[src/rtl/move_exec_cfg.svh]
// constants for the move and no-operation execute block
`ifndef MOVE_EXEC_CFG_SVH
`define MOVE_EXEC_CFG_SVH
`define ME_OPC_COPY      6'h08
`define ME_OPC_STORE     7'h01
`define ME_OPC_LIT_HI    4'hc
`define ME_NOP_WORD      14'h0000
`define ME_NOP_MASK      14'h3f9f
`define ME_DEST_BIT      7
`define ME_ACC_RESET     8'h00
`define ME_ZERO_RESET    1'b0
`endif

[src/rtl/move_exec_pkg.sv]
// types for the move and no-operation execute block
package move_exec_pkg;
    typedef enum logic [2:0] {
        OP_NONE,
        OP_COPY,
        OP_STORE,
        OP_LITERAL,
        OP_NOP
    } move_op_e;
endpackage

[src/rtl/move_decode_if.sv]
// decoded instruction fields passed from decoder to executor
`timescale 1ns/10ps
interface move_decode_if;
    import move_exec_pkg::*;
    move_op_e   op;
    logic [6:0] faddr;
    logic       dest;
    logic [7:0] literal;
    modport dec (output op, output faddr, output dest, output literal);
    modport exe (input op, input faddr, input dest, input literal);
endinterface

[src/rtl/move_decoder.sv]
// 14-bit instruction word decoder for the move group
`timescale 1ns/10ps
`include "move_exec_cfg.svh"
module move_decoder
    import move_exec_pkg::*;
(
    // instruction
    input  wire logic [13:0] instr,
    input  wire logic        instr_valid,
    // decoded fields
    move_decode_if.dec       dec
);
    always_comb begin
        dec.op      = OP_NONE;
        dec.faddr   = instr[6:0];
        dec.dest    = instr[`ME_DEST_BIT];
        // bits 9:8 of a literal word are don't-care
        dec.literal = instr[7:0];
        if (instr_valid) begin
            if (instr[13:10] == `ME_OPC_LIT_HI) begin
                dec.op = OP_LITERAL;
            end else if (instr[13:8] == `ME_OPC_COPY) begin
                dec.op = OP_COPY;
            end else if (instr[13:7] == `ME_OPC_STORE) begin
                dec.op = OP_STORE;
            end else if ((instr & `ME_NOP_MASK) == `ME_NOP_WORD) begin
                dec.op = OP_NOP;
            end
        end
    end
endmodule

[src/rtl/move_instruction_execute.sv]
// execute stage for file copy, accumulator store, literal load and no-op
`timescale 1ns/10ps
`include "move_exec_cfg.svh"
// Overview of operation
// - copy file register to accumulator when dest is 0, back to itself when 1
// - copy updates zero flag from moved value; self-copy acts as zero test
// - store writes accumulator to file register, flags unchanged, one cycle
// - literal load puts 8-bit immediate in accumulator, flags unchanged
// - literal encoding's unused bits are ignored by the decoder
module move_instruction_execute
    import move_exec_pkg::*;
(
    // clock and reset
    input  wire logic        core_clk,
    input  wire logic        rst_b,
    // instruction from fetch
    input  wire logic [13:0] instr,
    input  wire logic        instr_valid,
    // file register read port
    output logic      [6:0]  file_raddr,
    input  wire logic [7:0]  file_rdata,
    // file register write port
    output logic             file_we,
    output logic      [6:0]  file_waddr,
    output logic      [7:0]  file_wdata,
    // accumulator and zero flag
    output logic      [7:0]  acc,
    output logic             zero_flag,
    output logic             zero_we,
    // completion
    output logic             instr_done,
    output logic             pc_advance
);
    // decoded fields from the move decoder
    move_decode_if dif ();

    move_decoder u_dec (
        .instr       (instr),
        .instr_valid (instr_valid),
        .dec         (dif.dec)
    );

    // registered state and its next value
    logic [7:0] acc_r,   acc_nxt;
    logic       zero_r,  zero_nxt;
    logic       zwe_r,   zwe_nxt;
    logic       fwe_r,   fwe_nxt;
    logic [6:0] fwa_r,   fwa_nxt;
    logic [7:0] fwd_r,   fwd_nxt;
    logic       done_r,  done_nxt;

    // read is combinational so every instruction finishes in one cycle
    assign file_raddr = dif.faddr;

    // a write still in flight to the same register wins over the file read
    logic [7:0] moved_val;
    assign moved_val = (fwe_r && (fwa_r == dif.faddr)) ? fwd_r : file_rdata;

    // accumulator: copy with dest 0 or literal load
    always_comb begin
        acc_nxt = acc_r;
        case (dif.op)
            OP_COPY: begin
                if (!dif.dest) begin
                    acc_nxt = moved_val;
                end else begin
                    acc_nxt = acc_r;
                end
            end
            OP_STORE: begin
                acc_nxt = acc_r;
            end
            OP_LITERAL: begin
                acc_nxt = dif.literal;
            end
            OP_NOP: begin
                acc_nxt = acc_r;
            end
            OP_NONE: begin
                acc_nxt = acc_r;
            end
            default: begin
                acc_nxt = acc_r;
            end
        endcase
    end

    always_ff @(posedge core_clk or negedge rst_b) begin
        if (!rst_b) begin
            acc_r <= `ME_ACC_RESET;
        end else begin
            acc_r <= acc_nxt;
        end
    end

    // zero flag: only the copy touches status, it holds between copies
    always_comb begin
        zero_nxt = zero_r;
        zwe_nxt  = 1'b0;
        case (dif.op)
            OP_COPY: begin
                zwe_nxt  = 1'b1;
                zero_nxt = (moved_val == 8'h00);
            end
            OP_STORE: begin
                zwe_nxt  = 1'b0;
                zero_nxt = zero_r;
            end
            OP_LITERAL: begin
                zwe_nxt  = 1'b0;
                zero_nxt = zero_r;
            end
            OP_NOP: begin
                zwe_nxt  = 1'b0;
                zero_nxt = zero_r;
            end
            OP_NONE: begin
                zwe_nxt = 1'b0;
            end
            default: begin
                zwe_nxt = 1'b0;
            end
        endcase
    end

    always_ff @(posedge core_clk or negedge rst_b) begin
        if (!rst_b) begin
            zero_r <= `ME_ZERO_RESET;
            zwe_r  <= 1'b0;
        end else begin
            zero_r <= zero_nxt;
            zwe_r  <= zwe_nxt;
        end
    end

    // file write port: store, or copy with dest 1
    always_comb begin
        fwe_nxt = 1'b0;
        fwa_nxt = fwa_r;
        fwd_nxt = fwd_r;
        case (dif.op)
            OP_COPY: begin
                if (dif.dest) begin
                    fwe_nxt = 1'b1;
                    fwa_nxt = dif.faddr;
                    fwd_nxt = moved_val;
                end else begin
                    fwe_nxt = 1'b0;
                end
            end
            OP_STORE: begin
                fwe_nxt = 1'b1;
                fwa_nxt = dif.faddr;
                fwd_nxt = acc_r;
            end
            OP_LITERAL: begin
                fwe_nxt = 1'b0;
            end
            OP_NOP: begin
                fwe_nxt = 1'b0;
            end
            OP_NONE: begin
                fwe_nxt = 1'b0;
            end
            default: begin
                fwe_nxt = 1'b0;
            end
        endcase
    end

    always_ff @(posedge core_clk or negedge rst_b) begin
        if (!rst_b) begin
            fwe_r <= 1'b0;
            fwa_r <= 7'h00;
            fwd_r <= 8'h00;
        end else begin
            fwe_r <= fwe_nxt;
            fwa_r <= fwa_nxt;
            fwd_r <= fwd_nxt;
        end
    end

    // completion pulse for every recognised move-group word
    always_comb begin
        done_nxt = 1'b0;
        case (dif.op)
            OP_COPY: begin
                done_nxt = 1'b1;
            end
            OP_STORE: begin
                done_nxt = 1'b1;
            end
            OP_LITERAL: begin
                done_nxt = 1'b1;
            end
            OP_NOP: begin
                done_nxt = 1'b1;
            end
            OP_NONE: begin
                done_nxt = 1'b0;
            end
            default: begin
                done_nxt = 1'b0;
            end
        endcase
    end

    always_ff @(posedge core_clk or negedge rst_b) begin
        if (!rst_b) begin
            done_r <= 1'b0;
        end else begin
            done_r <= done_nxt;
        end
    end

    // outputs straight from flip-flops
    assign acc        = acc_r;
    assign zero_flag  = zero_r;
    assign zero_we    = zwe_r;
    assign file_we    = fwe_r;
    assign file_waddr = fwa_r;
    assign file_wdata = fwd_r;
    assign instr_done = done_r;
    // program counter steps once per finished word
    assign pc_advance = done_r;
endmodule

[config.mk]
export PLATFORM = sky130hd
export DESIGN_NAME = move_instruction_execute
export DESIGN_NICKNAME = d
export VERILOG_FILES = /design/src/rtl/move_exec_pkg.sv /design/src/rtl/move_decode_if.sv /design/src/rtl/move_decoder.sv /design/src/rtl/move_instruction_execute.sv
export VERILOG_INCLUDE_DIRS = /design/src /design/src/rtl
export SDC_FILE = /design/constraint.sdc
export NUM_CORES = 1
export LEC_CHECK = 0
export ABC_CLOCK_PERIOD_IN_PS = 3000
export BUFFER_PORTS_ARGS = -buffer_cell sky130_fd_sc_hd__clkbuf_2
export CORE_ASPECT_RATIO = 0.5
export CORE_MARGIN = 3
export CORE_UTILIZATION = 55
export CTS_BUF_LIST = sky130_fd_sc_hd__clkbuf_4 sky130_fd_sc_hd__clkbuf_8
export CTS_CLUSTER_DIAMETER = 150
export DETAILED_ROUTE_END_ITERATION = 8
export PLACE_DENSITY_LB_ADDON = 0.15
export SLEW_MARGIN = 20
export SYNTH_ARGS = -nofsm -noshare
export SYNTH_HDL_FRONTEND = slang
export SYNTH_SLANG_ARGS = --single-unit
[constraint.sdc]
create_clock -name core_clk -period 3 [get_ports core_clk]
set_input_delay 0.15 -clock core_clk [delete_from_list [all_inputs] [get_ports core_clk]]
set_output_delay 0.15 -clock core_clk [all_outputs]
set_load 0.01 [all_outputs]
# Word level (Yosys, flattened, before mapping)
# Cells that the tools add are included.
# totals
register_bits	27
inputBits	25
out_inout_bits	35
wordCells	41
# op_classes
eq_ne	10
n_mux	16
reduce_logical	8
# ops
cell	n
$pmux W8 S2	2
$mux W8	3
$mux W3	5
$logic_not A14 Y1	1
$pmux W7 S2	1
$logic_not A8 Y1	1
$eq A7 B1 Y1 const B	1
$eq A7 B7 Y1	1
$mux W7	1
$eq A3 B2 Y1 const B	2
$eq A6 B4 Y1 const B	1
$eq A4 B4 Y1 const B	1
$ne A2 B2 Y1 const B	2
$reduce_and A2 Y1	2
$reduce_bool A2 Y1	2
$reduce_or A4 Y1	1
$eq A3 B1 Y1 const B	1
$eq A3 B3 Y1 const B	1
$mux W1	3
$pmux W1 S2	1
$logic_and A1 B1 Y1	1

# Logic depth before layout (Yosys ltp)
# logic_depth
word_depth	9
ltp_mapped	6
depth_no_buf	5

# Modules after synthesis
# Synthesis repeated with hierarchy kept, for this count alone.
# hier_totals
cells_unflattened	171
hier_area_um2	1649.1
# modules_own_cells
module	instances	cells_per_inst	area_each_um2	seq_area_each_um2
move_instruction_execute	1	145	1446.4	675.6
move_decoder	1	26	202.7	0.0

# Least setup slack after synthesis
# Ideal clock, no wire load.
# synth_path
kind	input to register
startpoint	in instr[9]
endpoint	reg zero_r, in the netlist zero_flag
setup_time_ns	0.069
t_arrival_ns	1.628
required_ns	2.931
path_slack_ns	1.303
stages	4
path_buffers	0
path_cell_list	or3_4 or4_4 or4_1 nand3_1
# synth_via
elab_chain_cells	7
elab_cells_between_ends	9
classes_between	3 x eq/ne; 5 x mux; 1 x reduce/logical
# synth_lines
item	line	text
from (decl)	move_instruction_execute.sv:17	input wire logic [13:0] instr,
$logic_not A14 Y1 (no source line)	--	
$mux W3	move_decoder.sv:26	end else if ((instr & `ME_NOP_MASK) == `ME_NOP_WORD) begin
$mux W3	move_decoder.sv:24	end else if (instr[13:7] == `ME_OPC_STORE) begin
$mux W3 *	move_decoder.sv:22	end else if (instr[13:8] == `ME_OPC_COPY) begin
$mux W3 *	move_decoder.sv:20	if (instr[13:10] == `ME_OPC_LIT_HI) begin
$mux W3 *	move_decoder.sv:19	if (instr_valid) begin
$eq A3 B1 Y1 *	move_instruction_execute.sv:100	case (dif.op)
to (signal assigned)	move_instruction_execute.sv:128	zero_r <= `ME_ZERO_RESET;
to (signal assigned)	move_instruction_execute.sv:131	zero_r <= zero_nxt;
to (decl)	move_instruction_execute.sv:45	logic zero_r, zero_nxt;
# Mark *: on every way between the ends. The rest lies on a longest branch, timed or not.
# A chain may end at the register's enable or synchronous reset.

# Final worst setup path
# layout_path
startpoint	reg fwa_r[5], in the netlist file_waddr[5]
endpoint	reg fwd_r[1], in the netlist file_wdata[1]
# layout_via
elab_chain_cells	5
# layout_lines
item	line	text
from (decl)	move_instruction_execute.sv:48	logic [6:0] fwa_r, fwa_nxt;
from (signal assigned)	move_instruction_execute.sv:178	fwa_r <= fwa_nxt;
$eq A7 B7 Y1	move_instruction_execute.sv:57	assign moved_val = (fwe_r && (fwa_r == dif.faddr)) ? fwd_r : file_rdata;
$logic_and A1 B1 Y1	move_instruction_execute.sv:57	
$mux W8	move_instruction_execute.sv:57	
$mux W8	move_instruction_execute.sv:143	if (dif.dest) begin
$pmux W8 S2	move_instruction_execute.sv:141	case (dif.op)
to (signal assigned)	move_instruction_execute.sv:179	fwd_r <= fwd_nxt;
to (decl)	move_instruction_execute.sv:49	logic [7:0] fwd_r, fwd_nxt;
# No other way between the ends. The select of a mux whose other input is x is not followed.

==> run summary <==
The run finished with clean final reports. CTS saw 27 sinks. The worst-case register-to-register setup slack came out at 0.87 ns. The number of rows created at floorplan is 13. The initial utilization of the core area, before any placement, comes to 0.600. The static power due to leakage came out at 0.834 nW. The final antenna diode count is 0. The share of total power in the clock network came out at 0.224. The post-route setup TNS came out at 0 ns.

The number of nets in the finished design came out at 235. In the final layout, the share of cells above drive strength 1 is 0.402. After detailed routing, the number of remaining DRC violations is 0. The worst path arrival time came out at 2.34 ns. During synthesis, Yosys emitted a total of 0 warnings. In this run the remaining antenna-violating nets after routing total 0.

The die is 44.2 um tall. The number of I/O port buffers came out at 59. The startpoint of the lowest-slack register-to-register path is file_waddr[5].

The number of cells on the worst reg-to-reg path is 4. The biggest fanout along the worst timing path came out at 18. The capture endpoint of the worst hold path is file_waddr[5].

The average detailed-routed wire length per instance is 18.2 um. The final-report setup violation count came out at 0. Yosys mapped the design onto 32 distinct sky130hd cell types.

The fraction of post-synthesis cell area in the top cell type by area came out at 0.420. The library cell used as clock root buffer is sky130_fd_sc_hd__clkbuf_8. The clock reaches the later pin of the worst-skew pair after 0.28 ns. For this run, the total global-route usage over all layers was measured as 0.261. The post-placement cell count is 241. Ranked by total cell area, the synthesized netlist is headed by sky130_fd_sc_hd__dfrtp_1 42%, sky130_fd_sc_hd__a31oi_1 6.2%, sky130_fd_sc_hd__mux2i_1 5.0%, sky130_fd_sc_hd__mux2_2 4.9%, sky130_fd_sc_hd__buf_4 4.2%. Summed over all instances, the cell type with the most area after synthesis is sky130_fd_sc_hd__dfrtp_1. The number of buffers between clock root and the deepest sink came out at 2.

Setup repair after global routing left no endpoint under its margin. The routability congestion estimate came out at 0.846. In this run the cell area measured after placement is 0.00186 mm2.

The boundary pin count is 60. The die covers 0.00365 mm2. The switching power is 0.341 mW.

The maximum clock frequency is 470 MHz. The first global-routing pass estimated 6.98 mm of wire. The clock edge transition at the registers on the reported setup and hold paths is 0.10 ns. Power spread over the standard cell area amounts to 517 mW/mm2.

The post-synthesis sequential area ratio is 0.420. The number of maximum-capacitance violations is 0. From synthesis to final layout, the design area changed by 19.4%.

The width of the die came out at 82.5 um. TritonCTS built the clock tree. STA puts the critical path data required time at 3.21 ns.

Cell internal power was estimated by the tool at 0.654 mW. The portion of the clock cycle consumed by the worst path in the final layout is 0.710. The switching power share of the total came out at 0.343. At the pin with the least slew margin, the transition time is 0.689 ns. The combined area of all synthesized cells came out at 0.00161 mm2. The post-route cell area is 0.00192 mm2. The TritonCTS buffer count is 3. The average footprint of a synthesized cell came out at 9.99 um2. The number of detailed-routing iterations run before antenna repair is 4. The wire-length estimate of the detail-placed layout is 3.23 mm. By startpoint and endpoint, the worst setup path is classified as register to register. The detailed router's first-iteration violation count is 96. The element type at the critical path end is a register. The via count of the first global-routing pass came to 1394. The area of the placeable core is 0.00268 mm2. The initial antenna violation count came out at 0. The minimum clock period is 2.13 ns. The final count of pins violating max slew is 0.

The kind of launch point of the worst setup path is a register. The pin count of the biggest net entering global routing is 28. The number of cells in the finished layout apart from fillers came out at 246.

The worst register-to-register path ends at file_wdata[1]. The post-detailed-route via-to-cell ratio came out at 6.18. The via count came out at 1520. For the final database, setup skew stands at 0.00259 ns. The flip-flop and latch count after synthesis is 27. Summed over all layers, the routed wires come to 4.48 mm. The net count after synthesis is 186. The worst IR drop on VDD is 0.000371 V. The H-tree level count came out at 1.

The remaining global-route overflow is 0. The cell depth of the worst min-delay path is 2. In this run the worst hold path is classified as input port to register. The number of hold-slack violations in the final timing report is 0.

The post-synthesis instance total came out at 161. The sequential power share is 0.485. In this run the most critical hold path is launched from instr[5]. The worst slew slack as a fraction of its limit is 0.541. The combinational power share is 0.291.
==> routing by layer <==
metal  wire length (um)  track usage
met1               2010        0.386
met2               1890        0.389
met3                568       0.0732
met4                 12       0.0489
met5                  0            0
==> layout make-up <==
class	instances	area [um2]
clock buffer	3	41.3
clock inverter	1	7.51
fill	232	762
inverter	1	3.75
multi-input combinational	115	827
sequential	27	676
tap	37	46.3
timing repair buffer	62	320
==> power groups by stage <==
stage	sequential (mW)	combinational, mW	clock [mW]
floorplan	0.508	0.136	0
global placement	0.485	0.284	0
detailed placement	0.489	0.288	0
CTS	0.481	0.291	0.222
global route	0.491	0.317	0.242
finish	0.482	0.290	0.222
==> cell families after synthesis <==
logic type | share of synthesized area
AO/OA/AOI/OAI | 0.139
buffers and inverters | 0.0661
XOR/XNOR | 0.0435
multiplexers | 0.0988
flip-flops | 0.420
AND/OR/NAND/NOR | 0.232
==> cells in the final DEF, fill, tap and decap left out, drive strengths merged <==
| cell | count |
|---|---|
| nor3 | 1 |
| o21a | 1 |
| or3 | 1 |
| a31oi | 16 |
| o21ai | 8 |
| xor2 | 1 |
| buf | 2 |
| nand2 | 13 |
| mux2i | 8 |
| nor4bb | 1 |
| mux2 | 7 |
| clkbuf | 62 |
| inv | 1 |
| dfrtp | 27 |
| or2 | 8 |
| and4b | 1 |
| xnor2 | 7 |
| and2 | 2 |
| dlygate4sd3 | 1 |
| nand4 | 2 |
| nor2 | 2 |
| nand3b | 8 |
| o31ai | 8 |
| clkinvlp | 1 |
| nor4b | 1 |
| nor4 | 6 |
| or4 | 10 |
| nand3 | 1 |
| o2111ai | 1 |
| a211oi | 1 |
==> state kept, by name, indices dropped and copies added (netlist names) <==
| register | flops |
|---|---|
| acc | 8 |
| file_wdata | 8 |
| file_waddr | 7 |
| file_we | 1 |
| instr_done | 1 |
| zero_flag | 1 |
| zero_we | 1 |
==> synth_stat cells <==
cell and count:
sky130_fd_sc_hd__buf_2 1, sky130_fd_sc_hd__a211oi_1 1, sky130_fd_sc_hd__clkbuf_1 7, sky130_fd_sc_hd__or2_2 8
sky130_fd_sc_hd__and4b_2 1, sky130_fd_sc_hd__nor4_4 1, sky130_fd_sc_hd__nand3_1 1, sky130_fd_sc_hd__or3_4 1
sky130_fd_sc_hd__o21ai_0 8, sky130_fd_sc_hd__nand3b_1 8, sky130_fd_sc_hd__buf_4 9, sky130_fd_sc_hd__or4_4 1
sky130_fd_sc_hd__o31ai_1 8, sky130_fd_sc_hd__o2111ai_1 1, sky130_fd_sc_hd__o21a_1 1, sky130_fd_sc_hd__nor4b_1 1
sky130_fd_sc_hd__nor4_1 5, sky130_fd_sc_hd__mux2i_1 8, sky130_fd_sc_hd__or4_1 9, sky130_fd_sc_hd__xor2_1 1
sky130_fd_sc_hd__a31oi_1 16, sky130_fd_sc_hd__xnor2_1 7, sky130_fd_sc_hd__mux2_2 7, sky130_fd_sc_hd__nor3_1 1
sky130_fd_sc_hd__inv_1 1, sky130_fd_sc_hd__nand2_1 13, sky130_fd_sc_hd__nor2_1 2, sky130_fd_sc_hd__nand4_1 2
sky130_fd_sc_hd__buf_1 1, sky130_fd_sc_hd__and2_1 2, sky130_fd_sc_hd__nor4bb_1 1, sky130_fd_sc_hd__dfrtp_1 27
==> stage by stage <==
step,utilization,power [mW],hold WS (ns),setup slack [ns]
after global placement,0.694,0.769,0.215,0.954
after CTS,0.716,0.994,0.151,0.910
after floorplan,-,0.644,-0.146,1.30
after detailed placement,0.694,0.777,0.232,0.965
after global routing,0.716,1.05,0.151,0.689
final,0.716,0.994,0.150,0.871
==> repair_timing <==
item,4_1_cts,5_1_grt
buffers inserted,0,0
hold endpoints to repair,27,0
hold buffers,1,0
resized for setup,0,0
==> worst max path at each step <==
stage | startpoint | endpoint | depth (start not counted)
2_1_floorplan | instr[9] | zero_flag | 4
3_3_place_gp | file_waddr[5] | acc[7] | 4
3_5_place_dp | file_waddr[5] | file_wdata[1] | 4
4_1_cts | file_waddr[5] | file_wdata[1] | 4
5_1_grt | file_waddr[4] | file_wdata[7] | 4
6_report | file_waddr[5] | file_wdata[1] | 4
==> critical path, stage by stage, from the launching register on <==
cell and delay (ns):
sky130_fd_sc_hd__dfrtp_1 0.42, sky130_fd_sc_hd__xnor2_1 0.18, sky130_fd_sc_hd__nand4_1 0.52, sky130_fd_sc_hd__or4_1 0.73, sky130_fd_sc_hd__a31oi_1 0.20
No activity file was read; power rests on OpenSTA's default activity.
